--- src/slip_pkg.sv ---
package slip_pkg;

    // ------------------------------------------------------------
    // register map
    // ------------------------------------------------------------
    localparam logic [15:0] event_status_offset = 16'h0b08;
    localparam logic [7:0] event_status_reset = 8'h00;
    localparam int overflow_bit = 7;
    localparam int underflow_bit = 6;
    localparam int slip_bit = 5;

    // ------------------------------------------------------------
    // buffer geometry
    // ------------------------------------------------------------
    localparam int frame_bytes = 32;
    localparam int frames_held = 2;
    localparam int sync_stages = 2;

    // host access carrier
    typedef struct packed {
        logic [15:0] addr;
        logic [7:0] wdata;
        logic rd;
        logic wr;
    } host_req_t;

    // sticky event flags
    typedef struct packed {
        logic overflow;
        logic underflow;
        logic slip;
    } slip_events_t;

endpackage

--- src/edge_sync.sv ---
`timescale 1ns/1ps
module edge_sync
(
    input wire logic clock,
    input wire logic reset_n,
    input wire logic async_in,
    output logic rise
);

    logic meta_reg;
    logic meta_next;
    logic stable_reg;
    logic stable_next;
    logic last_reg;
    logic last_next;
    logic rise_next;

    // two-stage synchroniser then edge detect on the second stage only
    always_comb
    begin
        meta_next = async_in;
        stable_next = meta_reg;
        last_next = stable_reg;
        rise_next = stable_reg & ~last_reg;
    end

    // registers
    always_ff @(posedge clock or negedge reset_n)
    begin
        if (!reset_n)
        begin
            meta_reg <= 1'b0;
            stable_reg <= 1'b0;
            last_reg <= 1'b0;
            rise <= 1'b0;
        end
        else
        begin
            meta_reg <= meta_next;
            stable_reg <= stable_next;
            last_reg <= last_next;
            rise <= rise_next;
        end
    end

endmodule // edge_sync

--- src/tx_slip_buffer_event_status.sv ---
`timescale 1ns/1ps
module tx_slip_buffer_event_status
#(
    parameter int frame_bytes = slip_pkg::frame_bytes,
    parameter int frames_held = slip_pkg::frames_held
)
(
    input wire logic clock,
    input wire logic reset_n,
    input wire logic bp_clock,
    input wire logic [7:0] bp_data,
    input wire logic line_clock,
    input wire slip_pkg::host_req_t host_req,
    output logic [7:0] host_rdata,
    output logic host_rvalid,
    output logic [7:0] line_data,
    output slip_pkg::slip_events_t events
);

    // ------------------------------------------------------------
    // geometry
    // ------------------------------------------------------------
    localparam int depth = frame_bytes * frames_held;
    localparam int aw = $clog2(depth);
    localparam int cw = aw + 1;
    localparam logic [cw-1:0] depth_c = cw'(depth);
    localparam logic [cw-1:0] frame_c = cw'(frame_bytes);

    // advance a pointer around the ring
    function automatic logic [aw-1:0] wrap_add(input logic [aw-1:0] p,
                                                input logic [cw-1:0] n);
        logic [cw:0] s;
        s = {1'b0, {1'b0, p} + n};
        if (s >= {1'b0, depth_c})
            s = s - {1'b0, depth_c};
        return s[aw-1:0];
    endfunction

    // ------------------------------------------------------------
    // clock edge detection for both link clocks
    // ------------------------------------------------------------
    logic bp_rise;
    logic line_rise;
    logic [7:0] bp_d1_reg;
    logic [7:0] bp_d2_reg;
    logic [7:0] bp_d1_next;
    logic [7:0] bp_d2_next;

    edge_sync bp_edge
    (
        .clock(clock),
        .reset_n(reset_n),
        .async_in(bp_clock),
        .rise(bp_rise)
    );

    edge_sync line_edge
    (
        .clock(clock),
        .reset_n(reset_n),
        .async_in(line_clock),
        .rise(line_rise)
    );

    // data bus synchroniser, two stages, one cycle ahead of the registered edge pulse
    always_comb
    begin
        bp_d1_next = bp_data;
        bp_d2_next = bp_d1_reg;
    end

    // data synchroniser registers
    always_ff @(posedge clock or negedge reset_n)
    begin
        if (!reset_n)
        begin
            bp_d1_reg <= 8'h00;
            bp_d2_reg <= 8'h00;
        end
        else
        begin
            bp_d1_reg <= bp_d1_next;
            bp_d2_reg <= bp_d2_next;
        end
    end

    // ------------------------------------------------------------
    // elastic store
    // ------------------------------------------------------------
    logic [7:0] mem [depth];
    logic [aw-1:0] wptr_reg;
    logic [aw-1:0] wptr_next;
    logic [aw-1:0] rptr_reg;
    logic [aw-1:0] rptr_next;
    logic [cw-1:0] fill_reg;
    logic [cw-1:0] fill_next;
    logic [7:0] line_data_next;
    logic drop;
    logic replay;

    // pointer and fill update, slips move read by one frame
    always_comb
    begin
        wptr_next = wptr_reg;
        rptr_next = rptr_reg;
        fill_next = fill_reg;
        line_data_next = line_data;
        drop = 1'b0;
        replay = 1'b0;
        if (bp_rise)
        begin
            wptr_next = wrap_add(wptr_reg, cw'(1));
            if (fill_reg == depth_c)
            begin
                drop = 1'b1;
                rptr_next = wrap_add(rptr_reg, frame_c);
                fill_next = fill_reg - frame_c + cw'(1);
            end
            else
                fill_next = fill_reg + cw'(1);
        end
        if (line_rise)
        begin
            if (fill_next == '0)
            begin
                replay = 1'b1;
                // step back one frame, then read from there
                rptr_next = wrap_add(rptr_next, depth_c - frame_c);
                fill_next = frame_c;
            end
            line_data_next = mem[rptr_next];
            // byte written on this edge is not in the array yet
            if (bp_rise && rptr_next == wptr_reg)
                line_data_next = bp_d2_reg;
            rptr_next = wrap_add(rptr_next, cw'(1));
            fill_next = fill_next - cw'(1);
        end
    end

    // storage write, no reset on the array
    always_ff @(posedge clock)
    begin
        if (bp_rise)
            mem[wptr_reg] <= bp_d2_reg;
    end

    // pointer registers
    always_ff @(posedge clock or negedge reset_n)
    begin
        if (!reset_n)
        begin
            wptr_reg <= '0;
            rptr_reg <= '0;
            fill_reg <= '0;
            line_data <= 8'h00;
        end
        else
        begin
            wptr_reg <= wptr_next;
            rptr_reg <= rptr_next;
            fill_reg <= fill_next;
            line_data <= line_data_next;
        end
    end

    // ------------------------------------------------------------
    // event status register
    // ------------------------------------------------------------
    slip_pkg::slip_events_t events_next;
    logic [7:0] host_rdata_next;
    logic host_rvalid_next;
    logic hit;
    logic rd_clear;

    // sticky flags, a new event beats the read clear
    always_comb
    begin
        hit = host_req.addr == slip_pkg::event_status_offset;
        rd_clear = host_req.rd & hit;
        events_next = events;
        if (rd_clear)
            events_next = '0;
        if (drop)
            events_next.overflow = 1'b1;
        if (replay)
            events_next.underflow = 1'b1;
        if (drop | replay)
            events_next.slip = 1'b1;
        host_rdata_next = 8'h00;
        host_rvalid_next = host_req.rd;
        if (rd_clear)
        begin
            host_rdata_next[slip_pkg::overflow_bit] = events.overflow;
            host_rdata_next[slip_pkg::underflow_bit] = events.underflow;
            host_rdata_next[slip_pkg::slip_bit] = events.slip;
        end
    end

    // status registers
    always_ff @(posedge clock or negedge reset_n)
    begin
        if (!reset_n)
        begin
            events <= '0;
            host_rdata <= slip_pkg::event_status_reset;
            host_rvalid <= 1'b0;
        end
        else
        begin
            events <= events_next;
            host_rdata <= host_rdata_next;
            host_rvalid <= host_rvalid_next;
        end
    end

endmodule // tx_slip_buffer_event_status

--- config.mk ---
export PLATFORM = sky130hd
export DESIGN_NAME = tx_slip_buffer_event_status
export DESIGN_NICKNAME = d
export VERILOG_FILES = /design/src/slip_pkg.sv /design/src/edge_sync.sv /design/src/tx_slip_buffer_event_status.sv
export SDC_FILE = /design/constraint.sdc
export NUM_CORES = 1
export LEC_CHECK = 0
export BUFFER_PORTS_ARGS = -buffer_cell sky130_fd_sc_hd__buf_2
export CORE_ASPECT_RATIO = 0.9
export CORE_MARGIN = 1.5
export CORE_UTILIZATION = 50
export DETAILED_ROUTE_END_ITERATION = 7
export PLACE_DENSITY = 0.64
export SYNTH_ARGS = -nofsm -noshare
export SYNTH_HDL_FRONTEND = slang
export SYNTH_SLANG_ARGS = --single-unit
--- constraint.sdc ---
create_clock -name clock -period 2.8 [get_ports clock]
set_input_delay 0.14 -clock clock [delete_from_list [all_inputs] [get_ports clock]]
set_output_delay 0.14 -clock clock [all_outputs]
set_load 0.01 [all_outputs]
### After elaboration in Yosys (flattened, before gate mapping)

Memories as Yosys holds them, arrays and structs flattened. A register that Yosys moved wholly into a read port is not among the register bits.
Cells that the tools add are included.

| storage, ports and cells | value |
|---|---|
| bits in registers | 50 |
| memory bits (writable) | 512 |
| output and inout bits | 20 |
| logic and storage cells | 73 |
| memories | 1 |

| cells by class | value |
|---|---|
| add/subtract/negate cells | 12 |
| order comparisons | 4 |
| equal/unequal tests | 2 |
| multiplexer cells | 25 |
| bitwise gates (word level) | 6 |
| reduce and logical (&&, ||, !) cells | 5 |

Memory list:

| memory | words | width | rd ports | clocked after Yosys merged registers in | write ports | RTL line | source |
|---|---|---|---|---|---|---|---|
| mem | 64 | 8 | 1 | 1 | 1 | tx_slip_buffer_event_status.sv:90 | `logic [7:0] mem [depth];` |

Operators by type and width:

| operator | number |
|---|---|
| $mux 6 | 9 |
| $mux 7 | 5 |
| $ge 7x7->1 const B | 4 |
| $sub 6x1->6 const B | 4 |
| $eq 16x12->1 const B | 1 |
| $add 6x1->7 const B | 2 |
| $add 6x6->7 const B | 2 |
| $add 7x1->7 const B | 2 |
| $mux 1 | 9 |
| $eq 7x7->1 const B | 1 |
| $logic_not 7->1 | 1 |
| $sub 7x1->7 const B | 1 |
| $sub 7x6->7 const B | 1 |
| $mux 3 | 2 |
| $reduce_bool 2->1 | 3 |
| $and 1x1->1 | 3 |
| $not 1->1 | 2 |
| $logic_not 1->1 | 1 |
| $or 1x1->1 | 1 |

### Depth between registers and ports, before layout

Gate-level depths: netlist of the first run.

| depth | value |
|---|---|
| word-level depth | 14 |
| mapped depth | 11 |

### Cells and area by module

A second synthesis of the first run with hierarchy kept.

| unflattened totals | value |
|---|---|
| cell total of the unflattened synthesis | 1120 |
| area total of the unflattened synthesis | 22569.1 um^2 |

By module, submodules not included:

| module | instances | cells an instance | area each (um^2) | sequential area each (um^2) |
|---|---|---|---|---|
| tx_slip_buffer_event_status | 1 | 1110 | 22341.4 | 16625.9 |
| edge_sync | 2 | 5 | 113.9 | 100.1 |

### Least setup slack after synthesis of the first run

Ideal clock, no wire load.

| path | value |
|---|---|
| kind | register to register |
| from | register rptr_reg[1] |
| to | register line_data[0] (read register of mem) |
| library setup time | 126 ps |
| arrival time | 2338 ps |
| required time | 2674 ps |
| path slack | 336 ps |
| cell stages (with the launch flop) | 11 |
| path buffers | 4 |
| cell sequence | dfrtp_1 buf_2 buf_2 buf_2 buf_2 mux4_2 a211oi_1 a211oi_1 a21oi_1 mux2i_1 a221o_1 |

| on the way | value |
|---|---|
| word-level cells in the longest chain between the ends | 10 |
| elaborated cells on any way between the ends | 12 |

RTL lines:

| item | RTL line | source |
|---|---|---|
| start, declared | tx_slip_buffer_event_status.sv:93 | `logic [aw-1:0] rptr_reg;` |
| start signal, assigned | tx_slip_buffer_event_status.sv:160 | `rptr_reg <= rptr_next;` |
| $add 6x6->7 | tx_slip_buffer_event_status.sv:33 | `s = {1'b0, {1'b0, p} + n};` |
| $sub 6x1->6 / $ge 7x7->1 (equally long branches) | tx_slip_buffer_event_status.sv:35, tx_slip_buffer_event_status.sv:34 |  |
| $mux 6 | tx_slip_buffer_event_status.sv:34 | `if (s >= {1'b0, depth_c})` |
| $mux 6 | tx_slip_buffer_event_status.sv:113 | `if (fill_reg == depth_c)` |
| $mux 6 * | tx_slip_buffer_event_status.sv:110 | `if (bp_rise)` |
| $add 6x6->7 | tx_slip_buffer_event_status.sv:33 |  |
| $sub 6x1->6 / $ge 7x7->1 (equally long branches) | tx_slip_buffer_event_status.sv:35, tx_slip_buffer_event_status.sv:34 |  |
| $mux 6 | tx_slip_buffer_event_status.sv:34 |  |
| $mux 6 * | tx_slip_buffer_event_status.sv:124 | `if (fill_next == '0)` |
| $mux 6 * | tx_slip_buffer_event_status.sv:122 | `if (line_rise)` |
| end, declared | tx_slip_buffer_event_status.sv:16 | `output logic [7:0] line_data,` |

Every way passes the cells marked *; elsewhere a longest branch is shown, timed or not. The select of a mux whose other input is x is not followed.
A chain may end at the register's enable or synchronous reset.

### Worst setup path after layout of the first run

| path | value |
|---|---|
| from | register rptr_reg[1] |
| to | register line_data[6] (read register of mem) |

Same word-level chain as after synthesis.

==> reports/metrics.yaml, run 1 <==
hold_path:
  hold_depth: 4
  hold_start: "host_req[18]"
  min_to: "events[2]"
  hp-class: "input port to register"
pwr:
  power_density_nw_per_um2: 926
  power.total_mw: 24.1
  peakVddDrop_v: 0.000524
  leakage_nw: 8.66
synthesis:
  synthCells: 1092
  synthArstFlopShare: 0.102
  synth_area_leaders: "edfxtp_1, mux4_2, dfrtp_1"
  ys_types: 51
  synth.largest_area_cell: "edfxtp_1"
  synth_most_common_cell: "edfxtp_1"
  synth_warnings: 0
  synth_common_cells: "edfxtp_1, mux4_2, nor2_1"
  synth_enable_flop_cells: 512
  synth_seq_cells: 570
  netlist_area_sq_um: 22400
  synth_top_area_frac: 0.685
  synth_flop_cell: "edfxtp_1"
  yosysSeqAreaShare: 0.750
  synth_area_per_cell_sq_um: 20.6
worst_setup_path:
  required_ns: 3.28
  cp-end-kind: "register"
  crit_arrival_ns: 3.17
  rr_worst_depth: 8
  rr_endpoint: "line_data[6]"
  path_buf_inv: 3
  path_class: "register to register"
  crit_path_top_delay_cell: "mux4_2"
  r2r-start: "rptr_reg[1]"
  crit_fanout: 7
  slowest_delay_ns: 0.53
  cp-start-kind: "register"
  path_cells: "buf_4 -> buf_12 -> mux4_2 -> mux4_2 -> a21oi_1 -> buf_4 -> mux2i_1 -> a221o_1"
  reg2reg_slack_ns: 0.11
  crit_family: "multiplexers"
cts:
  cts_buffers: 56
  clock-sinks: 570
  max-clock-path-buffers: 3
  cts_tree: "yes"
  insertion_delay_ns: 0.60
  clk_pin_slew_ns: 0.06
  cts-root-buf: "clkbuf_16"
  cts_max_level: 2
timing:
  period_needed_ns: 2.69
  finalCritPeriodShare: 0.962
  finalClockSkew_ns: 0.0172
  rsz0062_at_grt: "no"
  tightest_slew_ns: 0.946
  max-slew-margin-rel: 0.369
  maxSlewViolCount: 0
  setup_tns_ns: 0
  finalHoldViolations: 0
  fmax_ghz: 0.371
  finalSetupViolations: 0
global_route:
  antenna_found_initial: 0
  grt_pass1_wl_mm: 70.6
  grt_usage: 0.210
  gr-total-overflow: 0
  grt_pass1_vias: 11200
  grt_max_degree: 66
die:
  fp-row-count: 73
  die_height_microns: 204
  io_pins: 58
  die_area_sq_um: 46200
  start_util: 0.508
  die_width_microns: 226
  fp.coreArea_sq_um: 44200
drt:
  viasPerCell: 5.71
  drc: 0
  drtPass1Iterations: 5
  drt_iter0_markers: 885
  wl_per_cell_microns: 24.4
  routed_wl_mm: 46.6
  vias: 10900
  ant_nets: 0
placement:
  gp_congestion: 0.787
  hpwl_mm: 29.1
  io_buffers: 43
final_layout:
  fin_nets: 1305
  drive_above_1_share: 0.310
  area_delta_synth_final_pct: 16.0
  diodes: 0
  largest_reg_flops: 512
  regMostFlops: "mem"
  fillers: 3222
run_status:
  status: "finished, final reports clean"
job:
  drv_cap: 0
==> logic make-up after synthesis <==
family                   Yosys count  synth area share
AO/OA/AOI/OAI                     75            0.0234
other                              1          0.000167
flip-flops                       570             0.750
buffers and inverters             75            0.0169
adder cells (fa/ha/maj)            5           0.00279
AND/OR/NAND/NOR                  168            0.0381
XOR/XNOR                          25            0.0114
multiplexers                     173             0.158
==> routing by layer <==
metal	track usage	share of wire
met1	0.311	0.44
met2	0.319	0.46
met3	0.0395	0.068
met4	0.0700	0.026
met5	0	0
==> report_power, final <==
group | internal (mW) | total (mW) | leakage, nW | switching [mW]
Combinational | 3.54 | 6.98 | 2.52 | 3.43
Sequential | 9.61 | 10.1 | 5.29 | 0.505
Clock | 3.97 | 7.02 | 0.846 | 3.05
==> placed cells by master (no fill, tap or decap), types with 4 or more instances in the layout <==
master         count
a221o_1            8
nor3_1             5
clkinv_1           7
clkbuf_16         57
or3_1              5
clkinv_2          11
ha_1               5
a21oi_1           17
xnor2_1           15
mux2i_1           27
o21ai_0            6
and3_1             4
buf_2             43
dfrtp_2            9
edfxtp_1         512
nor2_1            68
buf_12            14
nand4_1            9
nor2b_1           30
conb_1             5
clkbuf_8           4
dlygate4sd3_1     19
xor2_1             8
dfrtp_1           46
nand3_1            7
mux4_2           144
clkbuf_1          20
a211oi_1          32
buf_4            104
nand2_1           20
==> stage by stage <==
stage	hold slack (ns)	cell area, sq um	util	cells	worst slack, ns
after floorplan	-0.156	22500	-	1096	0.336
after global placement	0.0737	24100	0.545	1781	0.0688
after detailed placement	0.0758	24100	0.545	1781	0.0488
after CTS	0.00865	26000	0.588	1905	0.0382
after global routing	0.0772	26000	0.589	1909	0.00950
final	0.0446	26000	0.589	1909	0.107
==> final cells by class <==
| class | count | area, sq um | area share |
|---|---|---|---|
| clock buffer | 83 | 1570 | 0.0604 |
| clock inverter | 22 | 135 | 0.00519 |
| inverter | 3 | 11.3 | 0.000432 |
| sequential | 570 | 16800 | 0.647 |
| multi-input combinational | 451 | 5250 | 0.202 |
| tap | 600 | 751 | 0.0288 |
| timing repair buffer | 180 | 1470 | 0.0563 |
==> worst register-to-register path: cells and delay by family (launching register included) <==
kind	cells	cell delay [ns]
buf+inv	3	0.46
compound gates	2	0.48
mux	3	1.15
flops	1	0.50
==> worst max-delay path by stage <==
stage	from	to	slack, ns	cells after the start
finish	rptr_reg[1]	line_data[6]	0.11	8
detailed placement	rptr_reg[1]	line_data[4]	0.05	6
floorplan	rptr_reg[1]	line_data[0]	0.34	10
global route	fill_reg[0]	line_data[5]	0.009	8
global placement	rptr_reg[1]	line_data[4]	0.07	6
CTS	rptr_reg[1]	line_data[4]	0.04	6
==> timing repair <==
item                                   4_1_cts  5_1_grt
buffers inserted                             0        4
setup endpoints to repair                    0        5
resized for setup                            0        0
endpoints found under the hold margin       75        0
hold buffers                                19        0
Note: power is estimated with default switching activity, not from simulation.
==> inputs of run 2 (changes only) <==
PLACE_DENSITY = default   (was 0.64)
PLACE_DENSITY_LB_ADDON = 0.15   (was default)
==> run 2 against run 1 <==
- register-to-register slack lost 0.05 ns
- combinational power shrank 1%
- die area is the same
- clock skew grew 0.0012 ns
==> reports/metrics.yaml, run 2 (same netlist as run 1, synthesis figures left out) <==
worst_setup_path:
  cp-end-kind: "register"  # unchanged
  r2r-start: "rptr_reg[1]"  # unchanged
  cp-start-kind: "register"  # unchanged
  required_ns: 3.28  # about the same
  path_buf_inv: 1  # was 3
  crit_family: "multiplexers"  # unchanged
  crit_fanout: 15  # was 7
  path_cells: "buf_12 -> mux4_2 -> mux4_2 -> a21oi_1 -> mux2i_1 -> a221o_1"  # was buf_4 -> buf_12 -> mux4_2 -> mux4_2 -> a21oi_1 -> buf_4 -> mux2i_1 -> a221o_1
  slowest_delay_ns: 0.54  # was 0.53 ns
  path_class: "register to register"  # unchanged
  crit_arrival_ns: 3.23  # was 3.17 ns
  critPathMostFrequentCell: "mux4_2"
  crit_start: "rptr_reg[1]"  # unchanged
  crit_path_top_delay_cell: "mux4_2"  # unchanged
die:
  die_width_microns: 226  # unchanged
  fp-row-count: 73  # unchanged
  fp.coreArea_sq_um: 44200  # unchanged
  die_area_sq_um: 46200  # unchanged
  start_util: 0.508  # unchanged
  die_height_microns: 204  # unchanged
  io_pins: 58  # unchanged
placement:
  dpl_worst_slack_ns: 0.0951  # was 0.0488 ns
  gp_congestion: 0.796  # was 0.787
  io_buffers: 43  # unchanged
  dpl.cell_count: 1791  # was 1781
  hpwl_mm: 29.6  # was 29.1 mm
timing:
  fin_ws_ns: 0.0553  # was 0.107 ns
  maxSlewViolCount: 0  # unchanged
  max-slew-margin-rel: 0.281  # was 0.369
  period_needed_ns: 2.74  # was 2.69 ns
  finalCritPeriodShare: 0.980  # was 0.962
  finalHoldViolations: 0  # unchanged
  tightest_slew_ns: 1.08  # was 0.946 ns
  setup_tns_ns: 0  # unchanged
  fmax_ghz: 0.364  # was 0.371 GHz
  rsz0062_at_grt: "no"  # unchanged
  finalSetupViolations: 0  # unchanged
  finalClockSkew_ns: 0.0184  # was 0.0172 ns
final_layout:
  stdcell_count: 1911  # was 1909
  layout_common_cells: "edfxtp_1, mux4_2, buf_4"  # unchanged
  drive_above_1_share: 0.305  # was 0.310
  fillers: 3251  # was 3222
  largest_reg_flops: 512  # unchanged
  area_delta_synth_final_pct: 16.4  # was 16.0%
  fin_nets: 1312  # was 1305
  layout_commonest_cell: "edfxtp_1"  # unchanged
  regMostFlops: "mem"  # unchanged
global_route:
  grt_max_degree: 66  # unchanged
  gr-total-overflow: 0  # unchanged
  grt_pass1_vias: 11200  # about the same
  antenna_found_initial: 0  # unchanged
  grt_pass1_wl_mm: 72.7  # was 70.6 mm
  grt_usage: 0.219  # was 0.210
hold_path:
  hold_start: "host_req[18]"  # unchanged
  hp-class: "input port to register"  # unchanged
cts:
  cts_tree: "yes"  # unchanged
  max-clock-path-buffers: 3  # unchanged
  clk_pin_slew_ns: 0.06  # about the same
  clock-sinks: 570  # unchanged
  postCtsSetupRepairBufs: 0  # unchanged
  cts_buffers: 57  # was 56
  insertion_delay_ns: 0.61  # was 0.60 ns
  cts_max_level: 2  # unchanged
  cts-root-buf: "clkbuf_16"  # unchanged
drt:
  drt_iter0_markers: 1032  # was 885
  ant_nets: 0  # unchanged
  viasPerCell: 5.75  # was 5.71
  drtPass1Iterations: 5  # unchanged
  routed_wl_mm: 48.0  # was 46.6 mm
  wl_per_cell_microns: 25.1  # was 24.4 microns
  drc: 0  # unchanged
  vias: 11000  # was 10900
pwr:
  power_density_nw_per_um2: 930  # was 926 nW/um^2
  power.total_mw: 24.3  # was 24.1 mW
  peakVddDrop_v: 0.000561  # was 0.000524 V
  leakage_nw: 8.68  # was 8.66 nW
job:
  drv_cap: 0  # unchanged
run_status:
  status: "finished, final reports clean"  # unchanged
==> run 2: layout make-up <==
| cell class | count | area (sq um) | area share |
|---|---|---|---|
| diodes | 1 | 2.50 | 0.0000958 |
| clock buffers | 81 | 1520 | 0.0581 |
| clock inverters | 19 | 210 | 0.00805 |
| repair buffers | 186 | 1520 | 0.0583 |
| multi-input cells | 451 | 5250 | 0.201 |
| inverters | 3 | 11.3 | 0.000431 |
| flip-flops and latches | 570 | 16800 | 0.645 |
| well taps | 600 | 751 | 0.0287 |
==> run 2: per-layer routing <==
layer  share of wire  track usage  vias up
li1                -            -     4801
met1            0.44        0.325     5808
met2            0.48        0.339      311
met3           0.057       0.0362       63
met4           0.020       0.0619        0
met5               0            0        -
==> run 2: path summary, 6_finish.rpt <==
kind	endpoint	slack, ns	depth (start not counted)
max	line_data[7]	0.06	6
min	events[2]	0.04	4
max reg2reg	line_data[7]	0.06	6
min reg2reg	bp_d2_reg[0]	0.34	0
max in group asynchronous	rptr_reg[0]	1.46	3
min in group asynchronous	fill_reg[4]	0.14	3
==> run 2: repair_timing <==
item | in CTS | in global routing
endpoints found under the setup margin | 0 | 6
hold buffers | 19 | 0
hold endpoints to repair | 37 | 0
gates resized for setup | 0 | 1
==> run 2: worst reg2reg max path, cell delays in order, from the launching register on <==
cell     delay [ns]
dfrtp_4        0.53
buf_12         0.21
mux4_2         0.55
mux4_2         0.49
a21oi_1        0.38
mux2i_1        0.14
a221o_1        0.31
==> run 2: per-stage QoR <==
step	instance area, sq um	utilization	hold slack, ns
finish	26100	0.591	0.0429
floorplan	22500	-	-0.156
global route	26100	0.591	0.0572
detailed placement	24200	0.547	0.107
CTS	26100	0.591	0.0131
global placement	24200	0.547	0.103
==> run 2: power by group <==
| group | internal [mW] | switching, mW |
|---|---|---|
| clock | 4.19 | 3.03 |
| combinational | 3.51 | 3.38 |
| sequential | 9.61 | 0.553 |
